<file path="src/include/lpr_pkg.sv">
// Purpose: Shared constants and types of the lookup-table pixel remapper
// Assumes: 16-bit 5-6-5 pixels, byte-addressed memory
// Notes:   Used by the remapper top and its FIFO
package lpr_pkg;
   // ------------------------------------------------------------
   // Lookup word layout
   // ------------------------------------------------------------
   localparam int LPR_WORD_W    = 32;
   localparam int LPR_CODE_HI   = 31;
   localparam int LPR_CODE_LO   = 30;
   localparam int LPR_CAM_HI    = 29;
   localparam int LPR_CAM_LO    = 28;
   localparam int LPR_OFS_HI    = 27;
   localparam int LPR_OFS_LO    = 0;
   localparam int LPR_OFS_W     = LPR_OFS_HI - LPR_OFS_LO + 1;
   localparam int LPR_NUM_CAMS  = 4;

   // ------------------------------------------------------------
   // Pixel format and addressing
   // ------------------------------------------------------------
   localparam int LPR_PIX_W     = 16;
   localparam int LPR_ADDR_W    = 32;
   localparam int LPR_LEN_W     = 28;
   localparam int LPR_PIX_SHIFT = 1;
   localparam int LPR_WORD_SHIFT = 2;
   localparam int LPR_R_HI      = 15;
   localparam int LPR_R_LO      = 11;
   localparam int LPR_G_HI      = 10;
   localparam int LPR_G_LO      = 5;
   localparam int LPR_B_HI      = 4;
   localparam int LPR_B_LO      = 0;
   localparam int LPR_FIFO_DEPTH = 8;

   // ------------------------------------------------------------
   // Interpolation codes
   // ------------------------------------------------------------
   localparam logic [1:0] LPR_CODE_NONE = 2'h0;
   localparam logic [1:0] LPR_CODE_VERT = 2'h1;
   localparam logic [1:0] LPR_CODE_HORZ = 2'h2;
   localparam logic [1:0] LPR_CODE_QUAD = 2'h3;

   typedef enum logic [1:0] {LPR_DEC_IDLE, LPR_DEC_FETCH, LPR_DEC_PUSH} lpr_dec_type;
endpackage : lpr_pkg

</file>
<file path="src/include/lpr_fifo_if.sv">
// Purpose: Valid/ready carrier between the remapper and one of its FIFOs
// Assumes: One clock shared by both sides
// Notes:   level counts stored words
interface lpr_fifo_if #(
   parameter int W     = 32,
   parameter int LVL_W = 4
) ();
   logic             push_valid;
   logic             push_ready;
   logic [W-1:0]     push_data;
   logic             pop_valid;
   logic             pop_ready;
   logic [W-1:0]     pop_data;
   logic [LVL_W-1:0] level;

   modport store    (input push_valid, push_data, pop_ready, output push_ready, pop_valid, pop_data, level);
   modport producer (output push_valid, push_data, input push_ready, level);
   modport consumer (output pop_ready, input pop_valid, pop_data);
endinterface : lpr_fifo_if

</file>
<file path="src/hdl/lpr_fifo.sv">
// Purpose: Synchronous FIFO with valid/ready on both sides
// Assumes: DEPTH is a power of two, at least 2
// Notes:   pop_data comes straight from the storage flops
module lpr_fifo
   import lpr_pkg::*;
#(
   parameter int W     = 32,
   parameter int DEPTH = LPR_FIFO_DEPTH,
   parameter int LVL_W = 4
) (
   input  wire logic   clk_in,
   input  wire logic   rst_in,
   lpr_fifo_if.store   port
);
   localparam int AW = $clog2(DEPTH);

   if (DEPTH < 2 || (DEPTH & (DEPTH - 1)) != 0 || LVL_W < AW + 1 || port.W != W)
      $error("lpr_fifo: unsupported DEPTH, LVL_W or width");

   typedef struct packed {
      logic [DEPTH-1:0][W-1:0] mem;
      logic [AW-1:0]           rd;
      logic [AW-1:0]           wr;
      logic [AW:0]             cnt;
   } lpr_fifo_st_type;

   lpr_fifo_st_type st;
   lpr_fifo_st_type next_st;
   logic            do_push;
   logic            do_pop;

   assign port.push_ready = (st.cnt != (AW+1)'(DEPTH));
   assign port.pop_valid  = (st.cnt != '0);
   assign port.pop_data   = st.mem[st.rd];
   assign port.level      = LVL_W'(st.cnt);

   always_comb begin
      next_st = st;
      do_push = port.push_valid & port.push_ready;
      do_pop  = port.pop_ready & port.pop_valid;
      if (do_push) begin
         next_st.mem[st.wr] = port.push_data;
         next_st.wr         = st.wr + 1'b1;
      end
      if (do_pop) begin
         next_st.rd = st.rd + 1'b1;
      end
      if (do_push && !do_pop) begin
         next_st.cnt = st.cnt + 1'b1;
      end else if (do_pop && !do_push) begin
         next_st.cnt = st.cnt - 1'b1;
      end
   end

   always_ff @(posedge clk_in) begin
      if (rst_in) begin
         st <= '0;
      end else begin
         st <= next_st;
      end
   end
endmodule : lpr_fifo

</file>
<file path="src/hdl/lpr_remapper.sv">
// Purpose: Table-driven pixel remapper: table reader, decoder/interpolator, pixel writer
// Assumes: Bus inputs are on REF_CLK_IN; configuration ports stay stable during a run
// Notes:   Bases are byte addresses; offsets and pitch count pixels
// Behaviour
// - Read lookup words in order from consecutive addresses, push them unchanged.
// - Table reads are pipelined with several outstanding.
// - Split word into code 31:30, camera 29:28, offset 27:0.
// - Four camera base pointers; camera field picks one.
// - Source address is camera base plus offset, in pixel units.
// - Code 0 outputs the single pixel unchanged.
// - Code 1 averages pixel and one row below; code 2 with right neighbour.
// - Code 3 averages four pixels of a two by two square.
// - Pixels are 16-bit 5-6-5; addresses step by one pixel.
// - Each computed pixel is pushed into the output FIFO.
// - Pixel reads are pipelined and fetch exactly one, two or four pixels.
// - The code of each word sets its number of pixel reads.
// - Writer pops output pixels and stores them at consecutive addresses.
// - One lookup word is consumed for each pixel written.
// - Control ports set up and start the engine.
module lpr_remapper
   import lpr_pkg::*;
#(
   parameter int FIFO_DEPTH = LPR_FIFO_DEPTH
) (
   input  wire logic                                    REF_CLK_IN,
   input  wire logic                                    SRST_IN,
   input  wire logic                                    START_IN,
   input  wire logic [LPR_ADDR_W-1:0]                   TBL_BASE_IN,
   input  wire logic [LPR_LEN_W-1:0]                    TBL_LEN_IN,
   input  wire logic [LPR_NUM_CAMS-1:0][LPR_ADDR_W-1:0] CAM_BASE_IN,
   input  wire logic [LPR_OFS_W-1:0]                    PITCH_IN,
   input  wire logic [LPR_ADDR_W-1:0]                   DISP_BASE_IN,
   output      logic                                    BUSY_OUT,
   output      logic                                    DONE_OUT,
   output      logic [LPR_ADDR_W-1:0]                   TBL_ADDR_OUT,
   output      logic                                    TBL_READ_OUT,
   input  wire logic                                    TBL_WAIT_IN,
   input  wire logic                                    TBL_RVALID_IN,
   input  wire logic [LPR_WORD_W-1:0]                   TBL_RDATA_IN,
   output      logic [LPR_ADDR_W-1:0]                   PIX_ADDR_OUT,
   output      logic                                    PIX_READ_OUT,
   input  wire logic                                    PIX_WAIT_IN,
   input  wire logic                                    PIX_RVALID_IN,
   input  wire logic [LPR_PIX_W-1:0]                    PIX_RDATA_IN,
   output      logic [LPR_ADDR_W-1:0]                   WR_ADDR_OUT,
   output      logic                                    WR_WRITE_OUT,
   output      logic [LPR_PIX_W-1:0]                    WR_DATA_OUT,
   input  wire logic                                    WR_WAIT_IN
);
   // Level spans 0..DEPTH, one bit over the address
   localparam int LVL_W = $clog2(FIFO_DEPTH + 1);
   localparam int CNT_W = LVL_W + 2;

   if (FIFO_DEPTH < 2 || FIFO_DEPTH > 64)
      $error("lpr_remapper: FIFO_DEPTH out of range");

   // ------------------------------------------------------------
   // Helpers
   // ------------------------------------------------------------
   // Source reads per interpolation code
   function automatic logic [2:0] pix_count(input logic [1:0] code);
      case (code)
         LPR_CODE_NONE: pix_count = 3'h1;
         LPR_CODE_QUAD: pix_count = 3'h4;
         default:       pix_count = 3'h2;
      endcase
   endfunction : pix_count

   // Step of read k: bit 0 right (down for code 1), bit 1 down
   function automatic logic [LPR_OFS_W-1:0] pix_delta(input logic [1:0] code, input logic [1:0] k,
                                                      input logic [LPR_OFS_W-1:0] pitch);
      logic horz;
      logic vert;
      horz = ((code == LPR_CODE_HORZ) || (code == LPR_CODE_QUAD)) && k[0];
      vert = (code == LPR_CODE_VERT) ? k[0] : ((code == LPR_CODE_QUAD) && k[1]);
      pix_delta = (vert ? pitch : '0) + (horz ? LPR_OFS_W'(1) : '0);
   endfunction : pix_delta

   // Offset wraps in 28 bits before scaling; the table must not point past that range
   function automatic logic [LPR_ADDR_W-1:0] fetch_source_pixel(input logic [LPR_ADDR_W-1:0] base,
                                                                input logic [LPR_OFS_W-1:0]  ofs,
                                                                input logic [LPR_OFS_W-1:0]  delta);
      logic [LPR_OFS_W-1:0] pix;
      pix = ofs + delta;
      fetch_source_pixel = base + (LPR_ADDR_W'(pix) << LPR_PIX_SHIFT);
   endfunction : fetch_source_pixel

   // ------------------------------------------------------------
   // State
   // ------------------------------------------------------------
   typedef struct packed {
      // Frame control
      logic                  running;
      logic                  done;

      // Table reader
      logic [LPR_LEN_W-1:0]  tbl_issued;
      logic [CNT_W-1:0]      tbl_outst;
      logic                  tbl_read;
      logic [LPR_ADDR_W-1:0] tbl_addr;

      // Decoder
      lpr_dec_type           dec;
      logic [1:0]            code;
      logic [1:0]            cam;
      logic [LPR_OFS_W-1:0]  ofs;
      logic [2:0]            k_issued;
      logic [2:0]            k_recv;

      // Pixel reader
      logic                  pix_read;
      logic [LPR_ADDR_W-1:0] pix_addr;

      // Channel sums, room for four pixels
      logic [6:0]            sum_r;
      logic [7:0]            sum_g;
      logic [6:0]            sum_b;
      logic [LPR_PIX_W-1:0]  result;

      // Pixel writer
      logic [LPR_LEN_W-1:0]  wr_count;
      logic                  wr_write;
      logic [LPR_ADDR_W-1:0] wr_addr;
      logic [LPR_PIX_W-1:0]  wr_data;
   } lpr_st_type;

   lpr_st_type st;
   lpr_st_type next_st;

   // Table words and output pixels each pass their own FIFO
   lpr_fifo_if #(.W(LPR_WORD_W), .LVL_W(LVL_W)) tbl_q ();
   lpr_fifo_if #(.W(LPR_PIX_W),  .LVL_W(LVL_W)) out_q ();

   lpr_fifo #(.W(LPR_WORD_W), .DEPTH(FIFO_DEPTH), .LVL_W(LVL_W)) u_tbl_fifo (
      .clk_in (REF_CLK_IN),
      .rst_in (SRST_IN),
      .port   (tbl_q)
   );

   lpr_fifo #(.W(LPR_PIX_W), .DEPTH(FIFO_DEPTH), .LVL_W(LVL_W)) u_out_fifo (
      .clk_in (REF_CLK_IN),
      .rst_in (SRST_IN),
      .port   (out_q)
   );

   logic                  tbl_accept;
   logic                  pix_accept;
   logic                  wr_accept;
   logic [CNT_W-1:0]      tbl_credit;
   logic [2:0]            n_pix;
   logic [2:0]            k_recv_next;
   logic [LPR_WORD_W-1:0] word;

   // Taken on an edge with wait low
   assign tbl_accept  = st.tbl_read & ~TBL_WAIT_IN;
   assign pix_accept  = st.pix_read & ~PIX_WAIT_IN;
   assign wr_accept   = st.wr_write & ~WR_WAIT_IN;
   assign n_pix       = pix_count(st.code);
   assign tbl_credit  = CNT_W'(tbl_q.level) + st.tbl_outst + CNT_W'(st.tbl_read);
   assign word        = tbl_q.pop_data;

   // Words arrive only for reads already covered by free FIFO space
   assign tbl_q.push_valid = TBL_RVALID_IN;
   assign tbl_q.push_data  = TBL_RDATA_IN;
   assign tbl_q.pop_ready  = st.running && (st.dec == LPR_DEC_IDLE);
   assign out_q.push_valid = (st.dec == LPR_DEC_PUSH);
   assign out_q.push_data  = st.result;
   assign out_q.pop_ready  = st.running && (!st.wr_write || wr_accept);

   assign BUSY_OUT     = st.running;
   assign DONE_OUT     = st.done;
   assign TBL_ADDR_OUT = st.tbl_addr;
   assign TBL_READ_OUT = st.tbl_read;
   assign PIX_ADDR_OUT = st.pix_addr;
   assign PIX_READ_OUT = st.pix_read;
   assign WR_ADDR_OUT  = st.wr_addr;
   assign WR_WRITE_OUT = st.wr_write;
   assign WR_DATA_OUT  = st.wr_data;

   // ------------------------------------------------------------
   // Next state
   // ------------------------------------------------------------
   always_comb begin
      next_st      = st;
      next_st.done = 1'b0;
      k_recv_next  = st.k_recv;

      // A start during a frame is ignored
      if (!st.running) begin
         if (START_IN) begin
            next_st.running    = 1'b1;
            next_st.tbl_issued = '0;
            next_st.wr_count   = '0;
            next_st.dec        = LPR_DEC_IDLE;
         end
      end else begin
         // Table reader: a new read only while the FIFO can take every word in flight
         next_st.tbl_outst = st.tbl_outst + CNT_W'(tbl_accept) - CNT_W'(TBL_RVALID_IN);

         if (!st.tbl_read || tbl_accept) begin
            if (st.tbl_issued != TBL_LEN_IN && tbl_credit < CNT_W'(FIFO_DEPTH)) begin
               next_st.tbl_read   = 1'b1;
               next_st.tbl_addr   = TBL_BASE_IN + (LPR_ADDR_W'(st.tbl_issued) << LPR_WORD_SHIFT);
               next_st.tbl_issued = st.tbl_issued + 1'b1;
            end else begin
               next_st.tbl_read = 1'b0;
            end
         end

         // Decoder and interpolator
         case (st.dec)
            LPR_DEC_IDLE: begin
               if (tbl_q.pop_valid) begin
                  next_st.code     = word[LPR_CODE_HI:LPR_CODE_LO];
                  next_st.cam      = word[LPR_CAM_HI:LPR_CAM_LO];
                  next_st.ofs      = word[LPR_OFS_HI:LPR_OFS_LO];
                  // Fresh counts per word
                  next_st.k_issued = '0;
                  next_st.k_recv   = '0;
                  next_st.sum_r    = '0;
                  next_st.sum_g    = '0;
                  next_st.sum_b    = '0;
                  next_st.dec      = LPR_DEC_FETCH;
               end
            end

            LPR_DEC_FETCH: begin
               if (!st.pix_read || pix_accept) begin
                  if (st.k_issued != n_pix) begin
                     next_st.pix_read = 1'b1;
                     next_st.pix_addr = fetch_source_pixel(CAM_BASE_IN[st.cam], st.ofs,
                                           pix_delta(st.code, st.k_issued[1:0], PITCH_IN));
                     next_st.k_issued = st.k_issued + 1'b1;
                  end else begin
                     next_st.pix_read = 1'b0;
                  end
               end

               if (PIX_RVALID_IN) begin
                  // Channels summed apart so a carry never crosses from blue into green
                  next_st.sum_r = st.sum_r + 7'(PIX_RDATA_IN[LPR_R_HI:LPR_R_LO]);
                  next_st.sum_g = st.sum_g + 8'(PIX_RDATA_IN[LPR_G_HI:LPR_G_LO]);
                  next_st.sum_b = st.sum_b + 7'(PIX_RDATA_IN[LPR_B_HI:LPR_B_LO]);
                  k_recv_next   = st.k_recv + 1'b1;
               end
               next_st.k_recv = k_recv_next;

               // Divide by 1, 2 or 4: a shift that truncates
               if (k_recv_next == n_pix) begin
                  case (st.code)
                     LPR_CODE_NONE: next_st.result = {next_st.sum_r[4:0], next_st.sum_g[5:0],
                                                      next_st.sum_b[4:0]};
                     LPR_CODE_QUAD: next_st.result = {next_st.sum_r[6:2], next_st.sum_g[7:2],
                                                      next_st.sum_b[6:2]};
                     default:       next_st.result = {next_st.sum_r[5:1], next_st.sum_g[6:1],
                                                      next_st.sum_b[5:1]};
                  endcase
                  next_st.dec = LPR_DEC_PUSH;
               end
            end

            // Stays until the FIFO has room
            LPR_DEC_PUSH: begin
               if (out_q.push_ready) begin
                  next_st.dec = LPR_DEC_IDLE;
               end
            end

            default: begin
               next_st.dec = LPR_DEC_IDLE;
            end
         endcase

         // Pixel writer
         // A held write blocks the next pop
         if (!st.wr_write || wr_accept) begin
            if (out_q.pop_valid) begin
               next_st.wr_write = 1'b1;
               next_st.wr_addr  = DISP_BASE_IN + (LPR_ADDR_W'(st.wr_count) << LPR_PIX_SHIFT);
               next_st.wr_data  = out_q.pop_data;
               next_st.wr_count = st.wr_count + 1'b1;
            end else begin
               next_st.wr_write = 1'b0;
            end
         end

         // Frame ends once the last pixel write has been taken
         if (st.wr_count == TBL_LEN_IN && !next_st.wr_write && st.dec == LPR_DEC_IDLE) begin
            next_st.running = 1'b0;
            next_st.done    = 1'b1;
         end
      end
   end

   // Reset clears all requests and counts
   always_ff @(posedge REF_CLK_IN) begin
      if (SRST_IN) begin
         st <= '0;
      end else begin
         st <= next_st;
      end
   end
endmodule : lpr_remapper

</file>
<file path="config.mk">
export PLATFORM = sky130hd
export DESIGN_NAME = lpr_remapper
export DESIGN_NICKNAME = d
export VERILOG_FILES = /design/src/include/lpr_pkg.sv /design/src/include/lpr_fifo_if.sv /design/src/hdl/lpr_fifo.sv /design/src/hdl/lpr_remapper.sv
export SDC_FILE = /design/constraint.sdc
export NUM_CORES = 2
export LEC_CHECK = 0
export BUFFER_PORTS_ARGS = -buffer_cell sky130_fd_sc_hd__buf_2
export CAP_MARGIN = 20
export CORE_ASPECT_RATIO = 1.4
export CORE_MARGIN = 2
export CORE_UTILIZATION = 50
export DETAILED_ROUTE_END_ITERATION = 16
export PLACE_DENSITY = 0.73
export SLEW_MARGIN = 15
export SYNTH_ARGS = -nofsm -noshare
export SYNTH_HDL_FRONTEND = slang
export SYNTH_SLANG_ARGS = --single-unit
</file>
<file path="constraint.sdc">
create_clock -name REF_CLK_IN -period 5.4 [get_ports REF_CLK_IN]
set_clock_uncertainty 0.2 [all_clocks]
set_input_delay 0.81 -clock REF_CLK_IN [delete_from_list [all_inputs] [get_ports REF_CLK_IN]]
set_output_delay 0.81 -clock REF_CLK_IN [all_outputs]
set_load 0.01 [all_outputs]
</file>
==> metrics <==
status=complete, no violations; H-tree depth=3; drt total wl=approximately 110000 microns; # DRC=0; RSZ-0062 raised after global routing=true; CTS root buf=clkbuf_16; Core Region=0.07155 sq mm; Seq pwr share=0.384; Hold Path Stages=2; cell count after synthesis=4341; Tot GR Track Use=0.2924; Clk network pwr share=0.341; element type at the critical path end=register; IO Pins=421; Final WS setup=0.03493 ns; Final Slew Violations=0; CTS Hold Bufs=0; die area=0.07468 sq mm; period utilisation layout=0.9935; largest cells by area after synthesis=dfxtp_1 (37%), nand2_1 (9.8%), a21oi_1 (8.4%); top cell type's share of synthesized area=0.3652; first-pass GRT wire length=172100 microns; CTS Buffer Depth=3; Psw=4.686 mW; Max IR drop VDD=~0.26 mV; average cell area after synthesis=between 8 and 9 sq um; drt wl/cell=between 20 and 25 microns; maximum fanout along the worst path=4; Unique masters post-synth=between 80 and 90; setup TNS=0 ns; max_slew headroom=0.2731; Vias=between 30000 and 40000; Synth Flop Type=dfxtp_1; worst reg2reg path depth=26; worst slew pin tran=between 1 and 1.5 ns; P_int=9.809 mW; Mapped Nets=4811; Num CTS Buffers=69; Synth Cell Area=around 0.036 sq mm; clock-pin slew on the worst setup and hold paths=around 0.060 ns; Achievable Freq=about 190 MHz; CP arrival=5.70 ns; Critical Path RT=about 5.7 ns; Final Cell Area=roughly 0.041 sq mm; CP Launch Type=register; Hold Slack=0.2504 ns; area growth from synthesis to layout=14.40%; PwrDens=349.6 mW/mm^2; # rows=116; total chip power=around 14 mW; GR Overflow Total=0; IO buf count=420; Max Cap Violations=0; Die H=322.5 microns; GPL Wtd Cong=0.9623; Initial Util=0.5065; sequential area share after synthesis=0.3652; Layout Nets=5051; Detail Route Antenna Nets=0; Synth area leader=dfxtp_1; Fin. Hold Viols=0; Switching Share=0.3233; Setup WS pre-CTS=-0.2192 ns; vias per cell=5.822; Clk Latency, worst-skew pair=around 0.62 ns; fin crit period=5.365 ns; dpl cell area=roughly 0.039 sq mm; die extent in x=231.5 microns; pin count of the biggest net entering global routing=151; vias in the first global route=30860; CTS tree=yes; Seq cells post-synth=between 600 and 700; worst hold path class=reg -> reg; initial antenna violation count=21; starting DRC count in detailed routing=2788; fraction of registers with async set/reset=0; Comb power frac=0.275; Ys Warns=0; dpl hpwl=78790 microns; share of layout cells above drive strength 1=0.2016; final setup vio count=0; WS Path Type=reg -> reg; Pleak=16.22 nW; Post-synth EDFFs=0; Detailed Routing Iterations Pass 1=5; CTS sink count=roughly 660
[stage by stage]
step	util	cells
2_1_floorplan	-	4341
6_report	0.5794	5588
3_5_place_dp	0.5415	5442
4_1_cts	0.5748	5567
3_3_place_gp	0.5415	5442
5_1_grt	0.5792	5584
[Yosys cell counts, types with 7 or more instances]
cell type / number
nor2_1: 283
nor4_1: 13
mux2i_1: 71
dfxtp_1: 661
a211o_1: 12
and3_1: 28
fa_1: 11
mux4_2: 128
buf_1: 13
xnor2_1: 136
nor3b_1: 12
o21a_1: 29
or3_1: 30
ha_1: 155
a221oi_1: 14
clkbuf_1: 249
and2_1: 8
or2_2: 8
a22oi_1: 18
a211oi_1: 77
o21bai_1: 18
nand4_1: 34
buf_4: 112
inv_1: 58
a21oi_1: 607
o21ai_0: 64
nor2b_1: 46
a31oi_1: 12
mux2_2: 14
nand2b_1: 19
nand4b_1: 7
nand3b_1: 7
nor3_1: 48
nand2_1: 945
o21ai_1: 14
clkbuf_2: 30
nand3_1: 68
buf_2: 11
xor2_1: 64
o211ai_1: 12
and4_1: 8
a21o_1: 84
o31ai_1: 7
[metal layers]
metal,global-route usage,share of wire,routed length [microns]
met1,0.3436,0.38,43630
met2,0.5254,0.51,57330
met3,0.04296,0.061,6947
met4,0.1299,0.047,5381
met5,0,0.00090,102
[power by group through the flow]
stage	sequential [mW]	combinational, mW	clock (mW)
6_report	5.56	3.98	4.95
5_1_grt	5.60	4.35	5.19
4_1_cts	5.56	3.87	5.01
3_5_place_dp	5.67	3.84	0
3_3_place_gp	5.66	3.78	0
2_1_floorplan	5.45	2.85	0
[final timing paths]
| kind | start | end | slack, ns |
|---|---|---|---|
| max | st[185] | PIX_ADDR_OUT[29] | 0.03 |
| min | u_tbl_fifo.st[135] | u_tbl_fifo.st[135] | 0.25 |
| max reg2reg | st[185] | PIX_ADDR_OUT[29] | 0.03 |
| min reg2reg | u_tbl_fifo.st[135] | u_tbl_fifo.st[135] | 0.25 |
[registers in the layout, summed over array words and instances, names as in the netlist, 4 cells and up]
name and count:
PIX_ADDR_OUT 32, u_out_fifo.st 134, u_out_fifo.port.level 4, st 124
u_tbl_fifo.port.level 4, u_tbl_fifo.st 262, out_q.push_data 16, WR_ADDR_OUT 32
TBL_ADDR_OUT 32, WR_DATA_OUT 16
[layout make-up]
type / count / area (sq um)
fill: 6485 / 30100
multi-input combinational: 3205 / 21050
sequential: 661 / 13250
timing repair buffer: 584 / 3395
clock buffer: 95 / 2026
tap: 944 / 1181
clock inverter: 29 / 304.0
inverter: 60 / 227.7
antenna: 10 / 25.02
[critical path, stage by stage, from the launching register on]
cell and delay [ns]:
dfxtp_4 0.37, ha_4 0.16, nand2_2 0.08, nor2_4 0.04, a21oi_4 0.17, buf_6 0.13
nor2b_4 0.03, fa_2 0.43, inv_2 0.08, fa_2 0.19, nor2b_1 0.05, o21a_1 0.20
o21ai_2 0.19, a211oi_2 0.12, o41ai_2 0.43, o21ai_1 0.15, a21oi_2 0.19, xnor2_1 0.13
ha_1 0.26, a211o_1 0.34, or2_4 0.26, nor3_4 0.28, o31ai_4 0.10, o41ai_4 0.27
o21a_1 0.18, nand4_1 0.11, o211ai_1 0.14
[logic make-up after synthesis]
kind of cell	count (synthesis)	synth area share
fa+ha+maj	166	0.05959
simple gates	1581	0.1868
compound gates	1044	0.1740
xor+xnor	200	0.04834
buf+inv	475	0.06222
flops	661	0.3652
mux	214	0.1038
[cell usage in the layout, fill, tap and decap left out, types with 76 or more instances in the layout]
master	instances
xnor2_1	136
ha_1	153
a21oi_1	599
buf_2	419
nand2_1	943
a211oi_1	76
a21o_1	84
buf_4	157
dfxtp_1	653
nor2_1	277
mux4_2	128
[repair_timing]
item,in CTS,in global routing
setup buffers,1,11
resized for setup,15,48
pin swaps,14,46
endpoints found under the setup margin,6,14
(Power assumes the default switching activity.)
